==> src/hdl/timer_pkg.sv <==
package timer_pkg;

  // channel and field sizes
  localparam int         CHANNELS      = 2;
  localparam int         COUNT_W       = 8;
  localparam int         FLAG_W        = 3;
  localparam int         FLAG_WRAP     = 0;
  localparam int         FLAG_A        = 1;
  localparam int         FLAG_B        = 2;

  // clock select codes
  localparam logic [2:0] CKS_STOP      = 3'h0;
  localparam logic [2:0] CKS_DIV8      = 3'h1;
  localparam logic [2:0] CKS_DIV64     = 3'h2;
  localparam logic [2:0] CKS_DIV8192   = 3'h3;
  localparam logic [2:0] CKS_CASCADE   = 3'h4;
  localparam logic [2:0] CKS_EXT_RISE  = 3'h5;
  localparam logic [2:0] CKS_EXT_FALL  = 3'h6;
  localparam logic [2:0] CKS_EXT_BOTH  = 3'h7;

  // clear select codes {clear_select_hi, clear_select_lo}
  localparam logic [1:0] CLR_NONE      = 2'h0;
  localparam logic [1:0] CLR_MATCH_A   = 2'h1;
  localparam logic [1:0] CLR_MATCH_B   = 2'h2;
  localparam logic [1:0] CLR_EXT       = 2'h3;

  // output action codes, numeric order is priority order
  localparam logic [1:0] ACT_KEEP      = 2'h0;
  localparam logic [1:0] ACT_LOW       = 2'h1;
  localparam logic [1:0] ACT_HIGH      = 2'h2;
  localparam logic [1:0] ACT_TOGGLE    = 2'h3;

  // prescaler taps
  localparam int         PRESCALE_W    = 13;
  localparam int         TAP_DIV8      = 2;
  localparam int         TAP_DIV64     = 5;
  localparam int         TAP_DIV8192   = 12;

  // reset values
  localparam logic [12:0] PRESCALE_RESET = 13'h0000;
  localparam logic [7:0]  COUNT_RESET    = 8'h00;
  localparam logic [7:0]  COUNT_MAX      = 8'hff;
  localparam logic [7:0]  CONST_RESET    = 8'hff;
  localparam logic [2:0]  FLAGS_RESET    = 3'h0;
  localparam logic        WAVE_RESET     = 1'b0;

  // least pulse widths on the external pins, in picoseconds
  localparam int CLK_PERIOD_PS     = 8000;
  localparam int EXT_SINGLE_MIN_PS = 12000;
  localparam int EXT_BOTH_MIN_PS   = 20000;
  localparam int EXT_CLEAR_MIN_PS  = 12000;
  localparam int EXT_SINGLE_MIN_CYC = (EXT_SINGLE_MIN_PS + CLK_PERIOD_PS - 1) / CLK_PERIOD_PS;
  localparam int EXT_BOTH_MIN_CYC   = (EXT_BOTH_MIN_PS + CLK_PERIOD_PS - 1) / CLK_PERIOD_PS;
  localparam int EXT_CLEAR_MIN_CYC  = (EXT_CLEAR_MIN_PS + CLK_PERIOD_PS - 1) / CLK_PERIOD_PS;

  typedef enum logic [1:0] {MODE_SPLIT, MODE_WIDE, MODE_CHAIN, MODE_HALT} cascade_mode_t;

endpackage

==> src/hdl/prescale_taps.sv <==
`timescale 1ns/10ps
module prescale_taps (
  input  wire logic       core_clk,
  input  wire logic       rst_n,
  output logic      [2:0] taps
);

  logic [timer_pkg::PRESCALE_W-1:0] div_reg;

  always_ff @(posedge core_clk) begin
    if (!rst_n) begin
      div_reg <= timer_pkg::PRESCALE_RESET;
    end else begin
      div_reg <= div_reg + 13'h0001;
    end
  end

  // tap levels; each falls once per its division period
  assign taps = {div_reg[timer_pkg::TAP_DIV8192], div_reg[timer_pkg::TAP_DIV64], div_reg[timer_pkg::TAP_DIV8]};

endmodule // prescale_taps

==> src/hdl/count_source.sv <==
`timescale 1ns/10ps
module count_source (
  input  wire logic       core_clk,
  input  wire logic       rst_n,
  input  wire logic [2:0] clock_select,
  input  wire logic [2:0] taps,
  input  wire logic       ext_clk,
  output logic            tick
);

  logic int_level;
  logic int_prev_reg;
  logic ext_prev_reg;
  logic ext_rise;
  logic ext_fall;

  assign int_level = (clock_select == timer_pkg::CKS_DIV8)    ? taps[0] :
                     (clock_select == timer_pkg::CKS_DIV64)   ? taps[1] :
                     (clock_select == timer_pkg::CKS_DIV8192) ? taps[2] : 1'b0;

  assign ext_rise = ext_clk & ~ext_prev_reg;
  assign ext_fall = ~ext_clk & ext_prev_reg;

  always_ff @(posedge core_clk) begin
    if (!rst_n) begin
      int_prev_reg <= 1'b0;
      ext_prev_reg <= 1'b0;
    end else begin
      int_prev_reg <= int_level;
      ext_prev_reg <= ext_clk;
    end
  end

  // falling edge of the selected tap, a select change high to low counts too
  assign tick = (int_prev_reg & ~int_level)
              | ((clock_select == timer_pkg::CKS_EXT_RISE) & ext_rise)
              | ((clock_select == timer_pkg::CKS_EXT_FALL) & ext_fall)
              | ((clock_select == timer_pkg::CKS_EXT_BOTH) & (ext_rise | ext_fall));

endmodule // count_source

==> src/hdl/dual_8bit_compare_timer.sv <==
// What this block does
// - internal count sources are system clock divided by 8, 64 or 8192
// - external clock counts on rising, falling or both edges
// - match fires in the last equal state, on the next count clock
// - a match drives the output per its action: keep, low, high, toggle
// - action code 0110 gives high on match A, low on match B
// - counter clears on match A or B as the clear select chooses
// - external clear pin clears on its rising edge; pulse at least 1.5 states
// - wrap flag sets when counter goes from all ones to zero
// - channel 0 select 100 joins both channels into a 16-bit counter
// - 16-bit mode: channel 0 flags on full match, channel 1 on low byte
// - 16-bit mode: channel 0 clear field clears both bytes; channel 1 ignored
// - 16-bit mode: output 0 follows 16-bit matches, output 1 low-byte matches
// - channel 1 select 100 counts channel 0 match A events
// - both cascade modes together stop both counters
// - each channel raises match A, match B and wrap requests; wrap never transfers
// - conversion start pulses only on channel 0 match A with trigger enabled
// - clear in the counter write state wins and the write is lost
// - write in the same state as a count wins and the count is lost
// - a constant write suppresses that state's compare match
// - coinciding matches take the higher action: toggle, high, low, keep
// - internal pulses come from tap falling edges; select changes may add one
// - action high pair serves match B, low pair match A
// - flag clears by writing 0 after reading it as 1; writing 1 does nothing
// - outputs stay low after reset until the first match
`timescale 1ns/10ps
module dual_8bit_compare_timer (
  input  wire logic            core_clk,
  input  wire logic            rst_n,
  input  wire logic [1:0][2:0] clock_select,
  input  wire logic [1:0]      clear_select_hi,
  input  wire logic [1:0]      clear_select_lo,
  input  wire logic [1:0][3:0] output_action,
  input  wire logic [1:0]      enable_match_a,
  input  wire logic [1:0]      enable_match_b,
  input  wire logic [1:0]      enable_wrap,
  input  wire logic            conv_trigger_enable,
  input  wire logic [1:0]      ext_clk_in,
  input  wire logic            ext_clear_in_ch0,
  input  wire logic            ext_clear_in_ch1,
  input  wire logic [1:0]      counter_wr,
  input  wire logic [1:0][7:0] counter_wdata,
  input  wire logic [1:0]      const_a_wr,
  input  wire logic [1:0]      const_b_wr,
  input  wire logic [1:0][7:0] const_wdata,
  input  wire logic [1:0]      flags_rd,
  input  wire logic [1:0]      flags_wr,
  input  wire logic [1:0][2:0] flags_wdata,
  output logic      [7:0]      up_counter_ch0,
  output logic      [7:0]      up_counter_ch1,
  output logic      [1:0][7:0] match_constant_a,
  output logic      [1:0][7:0] match_constant_b,
  output logic      [1:0]      match_flag_a,
  output logic      [1:0]      match_flag_b,
  output logic      [1:0]      wrap_flag,
  output logic                 wave_out_ch0,
  output logic                 wave_out_ch1,
  output logic      [1:0]      match_a_request,
  output logic      [1:0]      match_b_request,
  output logic      [1:0]      wrap_request,
  output logic      [1:0]      xfer_start_a,
  output logic      [1:0]      xfer_start_b,
  output logic                 conv_start
);

  // clear source decode, shared by both channels
  function automatic logic clear_hit(input logic [1:0] sel, input logic hit_a, input logic hit_b,
                                     input logic ext_edge);
    clear_hit = ((sel == timer_pkg::CLR_MATCH_A) & hit_a)
              | ((sel == timer_pkg::CLR_MATCH_B) & hit_b)
              | ((sel == timer_pkg::CLR_EXT) & ext_edge);
  endfunction

  // next output level; higher action code wins on coincidence
  function automatic logic apply_action(input logic cur, input logic [3:0] act, input logic hit_a,
                                        input logic hit_b);
    logic [1:0] code_a;
    logic [1:0] code_b;
    logic [1:0] code;
    code_a = hit_a ? act[1:0] : timer_pkg::ACT_KEEP;
    code_b = hit_b ? act[3:2] : timer_pkg::ACT_KEEP;
    code   = (code_a > code_b) ? code_a : code_b;
    case (code)
      timer_pkg::ACT_KEEP:   apply_action = cur;
      timer_pkg::ACT_LOW:    apply_action = 1'b0;
      timer_pkg::ACT_HIGH:   apply_action = 1'b1;
      timer_pkg::ACT_TOGGLE: apply_action = ~cur;
      default:               apply_action = cur;
    endcase
  endfunction

  wire logic [2:0]      taps;
  wire logic [1:0]      src_tick;
  wire logic [1:0]      ext_clear;
  wire logic [1:0]      ext_edge;
  wire logic [1:0]      tick;
  wire logic [1:0]      upd;
  wire logic [1:0]      eq_a;
  wire logic [1:0]      eq_b;
  wire logic [1:0]      ma;
  wire logic [1:0]      mb;
  wire logic [1:0]      clr;
  wire logic [1:0]      inc;
  wire logic [1:0]      wrap;
  wire logic [1:0][1:0] clr_sel;
  wire logic [1:0][7:0] cnt_q;
  wire logic            wide_sel;
  wire logic            chain_sel;
  wire logic            carry;
  timer_pkg::cascade_mode_t mode;
  logic                 conv_start_reg;

  prescale_taps u_taps (
    .core_clk (core_clk),
    .rst_n    (rst_n),
    .taps     (taps)
  );

  assign ext_clear = {ext_clear_in_ch1, ext_clear_in_ch0};

  // cascade mode
  assign wide_sel  = clock_select[0] == timer_pkg::CKS_CASCADE;
  assign chain_sel = clock_select[1] == timer_pkg::CKS_CASCADE;
  assign mode = (wide_sel & chain_sel) ? timer_pkg::MODE_HALT :
                wide_sel               ? timer_pkg::MODE_WIDE :
                chain_sel              ? timer_pkg::MODE_CHAIN :
                                         timer_pkg::MODE_SPLIT;

  // low byte carry into the high byte
  assign carry = src_tick[1] & (cnt_q[1] == timer_pkg::COUNT_MAX) & ~counter_wr[1];

  assign tick[1] = (mode == timer_pkg::MODE_HALT)  ? 1'b0 :
                   (mode == timer_pkg::MODE_CHAIN) ? ma[0] :
                                                     src_tick[1];
  assign tick[0] = (mode == timer_pkg::MODE_HALT) ? 1'b0 :
                   (mode == timer_pkg::MODE_WIDE) ? carry :
                                                    src_tick[0];

  // moment a match is taken: the count clock that ends the equal state
  assign upd[0] = (mode == timer_pkg::MODE_WIDE) ? src_tick[1] : tick[0];
  assign upd[1] = tick[1];

  // channel 0 matches are 16-bit wide in 16-bit mode
  assign ma[0] = upd[0] & eq_a[0] & ~const_a_wr[0]
               & ((mode != timer_pkg::MODE_WIDE) | (eq_a[1] & ~const_a_wr[1]));
  assign mb[0] = upd[0] & eq_b[0] & ~const_b_wr[0]
               & ((mode != timer_pkg::MODE_WIDE) | (eq_b[1] & ~const_b_wr[1]));
  assign ma[1] = upd[1] & eq_a[1] & ~const_a_wr[1];
  assign mb[1] = upd[1] & eq_b[1] & ~const_b_wr[1];

  assign clr[0] = clear_hit(clr_sel[0], ma[0], mb[0], ext_edge[0]);
  assign clr[1] = (mode == timer_pkg::MODE_WIDE) ? clr[0]
                                                 : clear_hit(clr_sel[1], ma[1], mb[1], ext_edge[1]);

  genvar i;
  generate
    for (i = 0; i < timer_pkg::CHANNELS; i = i + 1) begin : g_ch
      logic [7:0] cnt_reg;
      logic [7:0] cnt_next;
      logic [7:0] const_a_reg;
      logic [7:0] const_b_reg;
      logic [2:0] flag_reg;
      logic [2:0] flag_next;
      logic [2:0] armed_reg;
      logic [2:0] armed_next;
      logic [2:0] set_vec;
      logic [2:0] clear_vec;
      logic       wave_reg;
      logic       wave_next;
      logic       ext_prev_reg;
      logic       req_a_reg;
      logic       req_b_reg;
      logic       req_w_reg;
      logic       xfer_a_reg;
      logic       xfer_b_reg;

      count_source u_src (
        .core_clk     (core_clk),
        .rst_n        (rst_n),
        .clock_select (clock_select[i]),
        .taps         (taps),
        .ext_clk      (ext_clk_in[i]),
        .tick         (src_tick[i])
      );

      assign clr_sel[i]  = {clear_select_hi[i], clear_select_lo[i]};
      assign ext_edge[i] = ext_clear[i] & ~ext_prev_reg;
      assign eq_a[i]     = cnt_reg == const_a_reg;
      assign eq_b[i]     = cnt_reg == const_b_reg;
      assign cnt_q[i]    = cnt_reg;

      // clear beats write, write beats count
      assign inc[i]   = tick[i] & ~clr[i] & ~counter_wr[i];
      assign wrap[i]  = inc[i] & (cnt_reg == timer_pkg::COUNT_MAX);
      assign cnt_next = clr[i]        ? timer_pkg::COUNT_RESET :
                        counter_wr[i] ? counter_wdata[i] :
                        inc[i]        ? cnt_reg + 8'h01 : cnt_reg;

      // flags: clear needs a prior read of 1, a set in the same cycle wins
      assign set_vec[timer_pkg::FLAG_WRAP] = wrap[i];
      assign set_vec[timer_pkg::FLAG_A]    = ma[i];
      assign set_vec[timer_pkg::FLAG_B]    = mb[i];
      assign clear_vec  = flags_wr[i] ? (armed_reg & ~flags_wdata[i]) : timer_pkg::FLAGS_RESET;
      assign flag_next  = (flag_reg & ~clear_vec) | set_vec;
      assign armed_next = flags_rd[i] ? flag_reg :
                          flags_wr[i] ? timer_pkg::FLAGS_RESET : armed_reg;

      assign wave_next = apply_action(wave_reg, output_action[i], ma[i], mb[i]);

      always_ff @(posedge core_clk) begin
        if (!rst_n) begin
          cnt_reg      <= timer_pkg::COUNT_RESET;
          const_a_reg  <= timer_pkg::CONST_RESET;
          const_b_reg  <= timer_pkg::CONST_RESET;
          flag_reg     <= timer_pkg::FLAGS_RESET;
          armed_reg    <= timer_pkg::FLAGS_RESET;
          wave_reg     <= timer_pkg::WAVE_RESET;
          ext_prev_reg <= 1'b0;
          req_a_reg    <= 1'b0;
          req_b_reg    <= 1'b0;
          req_w_reg    <= 1'b0;
          xfer_a_reg   <= 1'b0;
          xfer_b_reg   <= 1'b0;
        end else begin
          cnt_reg      <= cnt_next;
          if (const_a_wr[i]) begin
            const_a_reg <= const_wdata[i];
          end
          if (const_b_wr[i]) begin
            const_b_reg <= const_wdata[i];
          end
          flag_reg     <= flag_next;
          armed_reg    <= armed_next;
          wave_reg     <= wave_next;
          ext_prev_reg <= ext_clear[i];
          req_a_reg    <= flag_next[timer_pkg::FLAG_A] & enable_match_a[i];
          req_b_reg    <= flag_next[timer_pkg::FLAG_B] & enable_match_b[i];
          req_w_reg    <= flag_next[timer_pkg::FLAG_WRAP] & enable_wrap[i];
          xfer_a_reg   <= flag_next[timer_pkg::FLAG_A] & enable_match_a[i];
          xfer_b_reg   <= flag_next[timer_pkg::FLAG_B] & enable_match_b[i];
        end
      end

      assign match_constant_a[i] = const_a_reg;
      assign match_constant_b[i] = const_b_reg;
      assign match_flag_a[i]     = flag_reg[timer_pkg::FLAG_A];
      assign match_flag_b[i]     = flag_reg[timer_pkg::FLAG_B];
      assign wrap_flag[i]        = flag_reg[timer_pkg::FLAG_WRAP];
      assign match_a_request[i]  = req_a_reg;
      assign match_b_request[i]  = req_b_reg;
      assign wrap_request[i]     = req_w_reg;
      assign xfer_start_a[i]     = xfer_a_reg;
      assign xfer_start_b[i]     = xfer_b_reg;
    end
  endgenerate

  // conversion start, one cycle after channel 0 match A
  always_ff @(posedge core_clk) begin
    if (!rst_n) begin
      conv_start_reg <= 1'b0;
    end else begin
      conv_start_reg <= ma[0] & conv_trigger_enable;
    end
  end

  assign conv_start     = conv_start_reg;
  assign up_counter_ch0 = g_ch[0].cnt_reg;
  assign up_counter_ch1 = g_ch[1].cnt_reg;
  assign wave_out_ch0   = g_ch[0].wave_reg;
  assign wave_out_ch1   = g_ch[1].wave_reg;

endmodule // dual_8bit_compare_timer

==> config.mk <==
export PLATFORM = sky130hd
export DESIGN_NAME = dual_8bit_compare_timer
export DESIGN_NICKNAME = d
export VERILOG_FILES = /design/src/hdl/timer_pkg.sv /design/src/hdl/prescale_taps.sv /design/src/hdl/count_source.sv /design/src/hdl/dual_8bit_compare_timer.sv
export SDC_FILE = /design/constraint.sdc
export NUM_CORES = 1
export LEC_CHECK = 0
export ABC_AREA = 1
export BUFFER_PORTS_ARGS = -buffer_cell sky130_fd_sc_hd__clkbuf_2
export CORE_UTILIZATION = 47
export DETAILED_ROUTE_END_ITERATION = 8
export PLACE_DENSITY = 0.86
export SETUP_SLACK_MARGIN = 0.05
export SLEW_MARGIN = 0
export SYNTH_ARGS = -nofsm -noshare
export SYNTH_HDL_FRONTEND = slang
export SYNTH_SLANG_ARGS = --single-unit
==> constraint.sdc <==
create_clock -name core_clk -period 2.8 [get_ports core_clk]
set_input_delay 0.56 -clock core_clk [delete_from_list [all_inputs] [get_ports core_clk]]
set_output_delay 0.56 -clock core_clk [all_outputs]
set_load 0.1 [all_outputs]
==> results of run 1 <==
==> power breakdown <==
part	switching (uW)	total (uW)	internal (uW)	leakage (uW)
clock	456	1070	618	0.000124
combinational	618	818	201	0.00209
sequential	74.6	1390	1320	0.000725
total	1150	3280	2130	0.00294
==> layout make-up <==
cell class | count | area share (%)
inverters | 92 | 5.81
well taps | 133 | 2.80
clock buffers | 11 | 2.38
clock inverters | 5 | 1.75
repair buffers | 162 | 14.3
flip-flops and latches | 88 | 30.3
multi-input cells | 477 | 42.6
==> path summary, 6_finish.rpt <==
check                                                 from                 end  slack (ps)  cells after the start
worst max register to register  g_ch[0].u_src.ext_prev_reg        wave_out_ch1         260                     21
worst max-delay path                         ext_clk_in[0]        wave_out_ch1         230                     23
worst min register to register           u_taps.div_reg[0]   u_taps.div_reg[0]         450                      1
worst min-delay path                     enable_match_b[1]  g_ch[1].xfer_b_reg         390                      3
==> placed cells by master (no fill, tap or decap), types with 2 or more instances in the layout <==
master     netlist  routed
a211oi_2         6       6
a21oi_1         35      35
a21oi_2          8       8
buf_4           10      17
bufinv_16        0       3
clkbuf_2         0     145
clkbuf_8         0      10
clkinv_1         4       4
dfxtp_1         88      56
dfxtp_2          0      31
ha_1            13      13
inv_1           75      75
inv_2           13      13
nand2_1        161     161
nand2_2         17      17
nand2_4          3       3
nand2_8          2       2
nand3_1         54      54
nand3_2          5       5
nand4_1          7       7
nor2_1          61      61
nor2_2           2       2
nor2_4           2       2
nor3_1          13      13
o21a_1           4       4
o21ai_0         35      33
o21ai_1         13      15
o22ai_1          4       4
xnor2_1          8       8
xor2_1          17      17
==> routing by layer <==
layer / global-route usage, % / vias to the layer above / wire length [um]
met4: 8.99 / 0 / 278
met3: 4.68 / 26 / 875
li1: - / 2478 / -
met5: 0 / - / 0
met2: 42.0 / 168 / 5840
met1: 28.7 / 2129 / 5240
==> timing repair <==
action / CTS / global route
buffers inserted: 0 / 0
endpoints found under the hold margin: 0 / 0
gates resized for setup: 0 / 2
endpoints found under the setup margin: 0 / 2
==> worst register-to-register path, cell delays in order, from the launching register on <==
cell and delay [ps]:
dfxtp_1 320, ha_1 270, nor2_1 120, nand2_1 70, nand3_1 80, nand2_1 60, nand3_1 120, nand2_2 80
nor2_4 90, nand3_2 80, nand2_4 90, nand2_1 70, inv_1 70, nand2_1 70, inv_1 60, ha_1 230
inv_1 60, nor2_1 30, o21ai_1 170, o21ai_1 110, a21oi_1 120, o21a_1 110
==> cell families (layout without fill, tap and decap cells) <==
family / Yosys count / in the layout / synth area share [%]
compound gates: 106 / 106 / 13.1
xor+xnor: 25 / 25 / 4.58
fa+ha+maj: 13 / 13 / 3.40
buf+inv: 118 / 270 / 10.1
flops: 88 / 88 / 36.9
mux: 1 / 1 / 0.209
simple gates: 332 / 332 / 31.7
==> per-stage QoR <==
| step | area, um2 | utilization [%] | hold WS, ps | setup slack, ps | setup TNS, ps |
|---|---|---|---|---|---|
| 2_1_floorplan | 4820 | - | 418 | 71.3 | 0 |
| 3_3_place_gp | 5700 | 58.1 | 432 | -13.0 | -23.5 |
| 3_5_place_dp | 5700 | 58.1 | 437 | -157 | -225 |
| 4_1_cts | 5950 | 60.6 | 381 | 161 | 0 |
| 5_1_grt | 5950 | 60.6 | 392 | 29.3 | 0 |
| 6_report | 5950 | 60.6 | 395 | 228 | 0 |
==> impl_metrics.ini, run 1 <==
[run_status]
status = complete, no violations

[yosys]
ys_ff_latch = 88
yosysSeqAreaShare_pct = 36.9
syn_area_mm2 = 0.00478
synth_top_cell_by_area = dfxtp_1
syn-instance-count = 683
ys_warn_count = 0
ys_top_cells_by_count = nand2_1, dfxtp_1, inv_1
yosysUniqueCellTypes = 36
synth.most_common_cell = nand2_1
synth_top_area_share_pct = 36.9
synth_area_per_cell_um2 = 7.00
synth-edff-count = 0
async_flop_share_pct = 0
syn-num-nets = 775
yosys_most_used_dff = dfxtp_1
synthTopCellsByArea = dfxtp_1, nand2_1, inv_1

[grt]
antenna_found_initial = 0
grtUsageTotal_pct = 23.9
grt_pass1_vias = 4452
grt_max_degree = 32
grt_overflow_total = 0
grt_pass1_wl_um = 19900

[critical_path]
crit_path_top_delay_cell = ha_1
cp-end-kind = register
critical_path_buf_inv_count = 5
cp.required_ps = 3100
worstPathCellList = clkbuf_2 > inv_1 > ha_1 > nor2_1 > nand2_1 > nand3_1 > nand2_1 > nand3_1 > nand2_2 > nor2_4 > nand3_2 > nand2_4 > nand2_1 > inv_1 > nand2_1 > inv_1 > ha_1 > inv_1 > nor2_1 > o21ai_1 > o21ai_1 > a21oi_1 > o21a_1
cp_top_family = simple AND/OR/NAND/NOR gates
slowest_delay_ps = 280
path_max_fanout = 5
start_kind = input pin
crit_arrival_ps = 2880
path_class = in2reg

[clock_tree]
cts_tree = yes
clock-root-buffer = clkbuf_8
cts_max_level = 3
ctsHoldBuffers = 0
clock_path_buffers = 2
clock_latency_ps = 350
path_clk_slew_ps = 90
cts_sinks = 88
numCtsBuffers = 9

[cells_and_area]
diodes = 0
syn2layout_area_growth_pct = 24.5
drive_gt1_share_pct = 32.3
seq_area_mm2 = 0.00180
fill_cells = 925
finalNetCount = 922
multi_input_area_mm2 = 0.00253
instances_no_fill = 968

[sta]
tightest_slew_ps = 561
max_freq_mhz = 389
rsz0062_at_grt = yes
skew_ps = 10.0
fin_crit_sh_pct = 91.9
final-max-slew-violation-count = 0
min_period_ps = 2570
hold_viol = 0
setup_viol = 0
relSlewSlack_pct = 62.8

[routing]
num_vias = 4801
drt_iter0_drc = 168
viasPerCell = 4.96
drt_wl_total_um = 12200
wire_per_inst_um = 12.6
dr.pass1.iters = 4
postRouteAntennaNets = 0
route.detailed.drc = 0

[power_and_ir_drop]
peakVddDrop_mv = 0.332
finalPower_uw = 3280
power_density_mw_per_mm2 = 552
p_leak_uw = 0.00294

[min_path]
hold_class = in2reg

[place]
numPortBuffers = 145
place_congestion = 0.900
dp_cells = 952
hpwl_um = 9530

[floorplan]
dieArea_mm2 = 0.0106
start_util_pct = 48.7
dieWidth_um = 103
io_pins = 146
coreArea_mm2 = 0.00982
rows = 36
die_h_um = 103

[run]
drv_cap = 0
No activity file was read; power rests on OpenSTA's default activity.
==> run 2, diff against run 1 <==
--- a/config.mk
+++ b/config.mk
@@ -5,11 +5,10 @@
 export SDC_FILE = /design/constraint.sdc
 export NUM_CORES = 1
 export LEC_CHECK = 0
-export ABC_AREA = 1
 export BUFFER_PORTS_ARGS = -buffer_cell sky130_fd_sc_hd__clkbuf_2
-export CORE_UTILIZATION = 47
+export CORE_UTILIZATION = 46
 export DETAILED_ROUTE_END_ITERATION = 8
-export PLACE_DENSITY = 0.86
+export PLACE_DENSITY = 0.85
 export SETUP_SLACK_MARGIN = 0.05
 export SLEW_MARGIN = 0
 export SYNTH_ARGS = -nofsm -noshare
==> run 2 against run 1 <==
Highest routed layer unchanged. Core utilization up 4.3 points. Cell count down 13%. Critical path type unchanged. Area after synthesis down 4.0%. The flow now finishes with violations (setup timing). Via count down 8.2%. Non-clock buffer count up 48.
==> impl_metrics.ini, run 2 <==
[run_status]
violations = setup timing
status = finished, violations left

[critical_path]
r2r-end = wave_out_ch1
path_class = in2reg
start_kind = input pin
cp-end-kind = register
reg2reg_depth = 13
crit_arrival_ps = 3230
reg2reg_from = u_taps.div_reg[12]
path_max_fanout = 3
cp.required_ps = 3060
rrSetupSlack_ps = -150

[routing]
route.layer.met1.wl_um = 5010
highest_layer = met4
num_vias = 4406
drt_wl_total_um = 13000
wire_per_inst_um = 15.3
met2_wirelength_um = 6700
drt_iter0_drc = 111
postRouteAntennaNets = 0
route.detailed.drc = 0
viasPerCell = 5.21
met3_length_um = 841
dr.pass1.iters = 4

[power_and_ir_drop]
seq_power_share_pct = 43.1
power_density_mw_per_mm2 = 498
p_leak_uw = 0.00278
p_switching_uw = 1070
p_int_uw = 2070
clockPowerShare_pct = 32.4
pwr-share-comb_pct = 24.5
peakVddDrop_mv = 0.410
sw_frac_of_total_pct = 34.1

[sta]
rsz0062_at_grt = yes
final-max-slew-violation-count = 0
min_period_ps = 2980
relSlewSlack_pct = 62.4
hold_viol = 0
skew_ps = 20.6
fin_crit_sh_pct = 106
tightest_slew_ps = 566
max_freq_mhz = 336
worst_slack_ps = -179
setup_tns_ps = -270
setup_viol = 3

[clock_tree]
cts_tree = yes
numCtsBuffers = 9
cts_max_level = 3
cts_sinks = 88
clock_latency_ps = 360
clock-root-buffer = clkbuf_8
path_clk_slew_ps = 90
clock_path_buffers = 2

[place]
dp_cells = 814
place_congestion = 0.917
place_ws_ps = -579
hpwl_um = 9600
place_area_mm2 = 0.00579
numPortBuffers = 145

[min_path]
hold_class = in2reg
hold_start = enable_match_b[1]
min_to = g_ch[1].xfer_b_reg
whs_path_depth = 2

[cells_and_area]
diodes = 0
instances_no_fill = 845
finalNetCount = 799
final_cell_mix = clkbuf_2, buf_4, nand2_1
drive_gt1_share_pct = 43.4
final_common_cell = clkbuf_2
final_util_pct = 64.9
syn2layout_area_growth_pct = 37.6
fin_area_mm2 = 0.00631

[yosys]
synth_top_area_share_pct = 38.4
synth_top_cell_by_area = dfxtp_1
synth_area_per_cell_um2 = 8.86
synthTopCellsByArea = dfxtp_1, mux2i_1, xor2_1
syn_area_mm2 = 0.00459
ys_ff_latch = 88
ys_top_cells_by_count = dfxtp_1, nand2_1, mux2i_1
ys_warn_count = 0
syn-num-nets = 610
syn-instance-count = 518
yosys_most_used_dff = dfxtp_1
async_flop_share_pct = 0
synth.most_common_cell = dfxtp_1
synth-edff-count = 0
yosysUniqueCellTypes = 59
yosysSeqAreaShare_pct = 38.4

[grt]
antenna_found_initial = 0
grt_pass1_wl_um = 20000
grt_overflow_total = 0
grt_pass1_vias = 4402
grt_max_degree = 50
grtUsageTotal_pct = 24.8

[floorplan]
die_h_um = 102
start_util_pct = 47.2
rows = 36
dieArea_mm2 = 0.0104
coreArea_mm2 = 0.00973
dieWidth_um = 102
io_pins = 146

[run]
drv_cap = 0
run 2: what timing repair did:
item                       4_1_cts  5_1_grt
buffers inserted                13        2
setup endpoints to repair       13       20
cloned                           0        0
pin swaps                       18        7
resized for setup               21       14
hold buffers                     0        0
run 2: how the worst max path moves through the flow:
stage | start | endpoint | slack [ps] | cells past startpoint
2_1_floorplan | up_counter_ch0[6] | wave_out_ch1 | -450 | 14
3_3_place_gp | ext_clk_in[1] | wave_out_ch1 | -440 | 16
3_5_place_dp | ext_clk_in[1] | wave_out_ch1 | -580 | 16
4_1_cts | g_ch[1].u_src.ext_prev_reg | wave_out_ch1 | -50 | 14
5_1_grt | ext_clk_in[0] | wave_out_ch1 | -200 | 16
6_report | clock_select[1] | wave_out_ch1 | -180 | 14
run 2: power by group through the flow:
stage               Clock [uW]  Combinational [uW]  Sequential, uW
floorplan                    0                 223            1700
global placement             0                 725            1380
detailed placement           0                 740            1380
CTS                       1040                 756            1360
global route              1110                 816            1360
finish                    1020                 770            1360
run 2: worst max-delay path: stages:
cell and delay (ps):
clkbuf_2 100, mux2_2 340, a311oi_1 270, o21ba_4 210, o41ai_4 380, nor2b_4 250
nand2_2 100, ha_4 250, nor2b_4 120, o21ai_1 200, nand3_1 150, o21a_1 140
a21oi_2 110, nor2b_1 60
run 2: kinds of logic after synthesis:
group                      Yosys count  share of synthesized area, %
AOI/OAI and AO/OA                   79                          11.9
xor gates and xnor gates            49                          9.35
adders and majority gates           13                          3.55
buffers and inverters               47                          4.88
DFF                                 88                          38.4
muxes                               36                          7.91
and+or+nand+nor                    206                          24.0
run 2: cell type report:
type / instances / area [um2]
repair buffers: 210 / 1220
multi-input cells: 383 / 2790
clock buffers: 10 / 138
clock inverters: 6 / 97.6
fillers: 787 / 3420
inverters: 15 / 56.3
flip-flops and latches: 88 / 1840
well taps: 133 / 166
run 2: per-layer routing:
metal | up-vias | track usage [%]
li1 | 2149 | -
met1 | 2062 | 25.8
met2 | 162 | 46.9
met3 | 33 | 7.39
met4 | 0 | 9.34
met5 | - | 0
run 2: per-stage QoR:
stage          hold slack, ps  total power, uW
3_3_place_gp              434             2110
6_report                  400             3140
2_1_floorplan             420             1920
5_1_grt                   383             3290
3_5_place_dp              442             2120
4_1_cts                   387             3150
==> run 3, diff against run 2 <==
--- a/config.mk
+++ b/config.mk
@@ -14,3 +14,4 @@
 export SYNTH_ARGS = -nofsm -noshare
 export SYNTH_HDL_FRONTEND = slang
 export SYNTH_SLANG_ARGS = --single-unit
+export TNS_END_PERCENT = 1
==> run 3 against run 2 <==
The flow still finishes with violations (setup timing). First-iteration DRC count grew 16%. Non-clock buffer count shrank 1. Fmax grew 4.8%. Clock power shrank 17%. Critical path depth grew 3.
==> impl_metrics.ini, run 3 (same netlist as run 2, synthesis figures left out) <==
[critical_path]
crit_start = clock_select[3]
cp_common_cell = buf_4
cp-end-kind = register
critical_path_buf_inv_count = 7
crit_arrival_ps = 3130
crit_path_top_delay_cell = a221oi_2
worstPathCellList = clkbuf_2 > buf_4 > nor2b_1 > a221oi_2 > o211ai_1 > o21ai_1 > nor3b_4 > nand2_2 > buf_4 > buf_4 > buf_4 > buf_4 > buf_4 > ha_1 > nor2_1 > a21oi_1 > nor2b_1
cp.required_ps = 3080
cp_top_family = buffers and inverters
path_max_fanout = 5
start_kind = input pin
slowest_delay_ps = 270
path_class = in2reg
reg2reg_from = g_ch[1].u_src.ext_prev_reg

[min_path]
hold_start = enable_match_b[1]
hold_class = in2reg

[cells_and_area]
finalNetCount = 798
fill_cells = 805
diodes = 0
syn2layout_area_growth_pct = 36.3
drive_gt1_share_pct = 42.6
final_common_cell = clkbuf_2
final_cell_mix = clkbuf_2, buf_4, nand2_1
multi_input_area_mm2 = 0.00280
seq_area_mm2 = 0.00183

[grt]
grtUsageTotal_pct = 24.3
grt_pass1_vias = 4251
grt_max_degree = 40
antenna_found_initial = 0
grt_overflow_total = 0
grt_pass1_wl_um = 19700

[run_status]
status = finished, violations left
violations = setup timing

[sta]
fin_crit_sh_pct = 102
tightest_slew_ps = 561
hold_viol = 0
rsz0062_at_grt = yes
setup_viol = 2
worst_slack_ps = -43.7
skew_ps = 13.7
final-max-slew-violation-count = 0
min_period_ps = 2840
relSlewSlack_pct = 62.7
max_freq_mhz = 352
fin_hold_ws_ps = 404

[routing]
num_vias = 4319
drt_iter0_drc = 129
drt_wl_total_um = 12500
postRouteAntennaNets = 0
route.detailed.drc = 0
viasPerCell = 5.12
wire_per_inst_um = 14.8
dr.pass1.iters = 5

[power_and_ir_drop]
sw_frac_of_total_pct = 35.8
p_switching_uw = 1070
peakVddDrop_mv = 0.299
clockPowerShare_pct = 28.5
pwr-share-comb_pct = 26.1
p_leak_uw = 0.00276
power_density_mw_per_mm2 = 476
p_int_uw = 1910
seq_power_share_pct = 45.4

[floorplan]
coreArea_mm2 = 0.00973
rows = 36
start_util_pct = 47.2
dieWidth_um = 102
io_pins = 146
die_h_um = 102
dieArea_mm2 = 0.0104

[place]
place_congestion = 0.865
hpwl_um = 9740
numPortBuffers = 145
place_ws_ps = -705

[run]
drv_cap = 0

[clock_tree]
clock_path_buffers = 2
clock-root-buffer = clkbuf_8
numCtsBuffers = 9
clock_latency_ps = 350
cts_max_level = 3
cts_sinks = 88
cts_tree = yes
path_clk_slew_ps = 90
-- run 3: metrics by stage --
| step | instances | TNS (ps) | area [um2] | total power, uW | util [%] |
|---|---|---|---|---|---|
| after floorplan | 518 | -1210 | 4700 | 1920 | - |
| after global placement | 823 | -7230 | 5820 | 2120 | 59.9 |
| after detailed placement | 823 | -10020 | 5820 | 2140 | 59.9 |
| after CTS | 844 | -6.18 | 6170 | 2980 | 63.5 |
| after global routing | 844 | -1930 | 6250 | 3090 | 64.3 |
| final | 844 | -75.2 | 6250 | 2980 | 64.3 |
-- run 3: what timing repair did --
action	in CTS	in global routing
endpoints found under the setup margin	18	20
resized for setup	30	17
hold endpoints to repair	0	0
setup buffers	5	0
pin swaps	28	6
hold buffers	0	0
-- run 3: worst paths after layout --
| path | endpoint | slack [ps] | cells after the start |
|---|---|---|---|
| worst max-delay path | wave_out_ch0 | -40 | 17 |
| worst min-delay path | g_ch[1].xfer_b_reg | 400 | 2 |
| worst max register to register | wave_out_ch1 | -10 | 14 |
| worst min register to register | u_taps.div_reg[0] | 480 | 1 |
-- run 3: layout make-up --
type	instances	share of cell area [%]
Multi-Input combinational cell	383	44.8
Sequential cell	88	29.2
Timing Repair Buffer	209	19.4
Tap cell	133	2.66
Clock buffer	11	2.42
Inverter	15	0.901
Clock inverter	5	0.620
-- run 3: routing by layer --
metal  GRT usage, %  part of all wire, %  wire [um]  up-vias
li1               -                    -          -     2145
met1           27.8                   41       5160     2016
met2           45.3                   51       6410      146
met3           4.92                  5.9        738       12
met4           7.14                  1.3        160        0
met5              0                    0          0        -
-- run 3: power groups by stage --
stage	logic, uW	clock network, uW	registers (uW)
CTS	766	859	1350
floorplan	223	0	1690
finish	777	849	1350
global placement	738	0	1380
detailed placement	757	0	1380
global route	823	912	1360
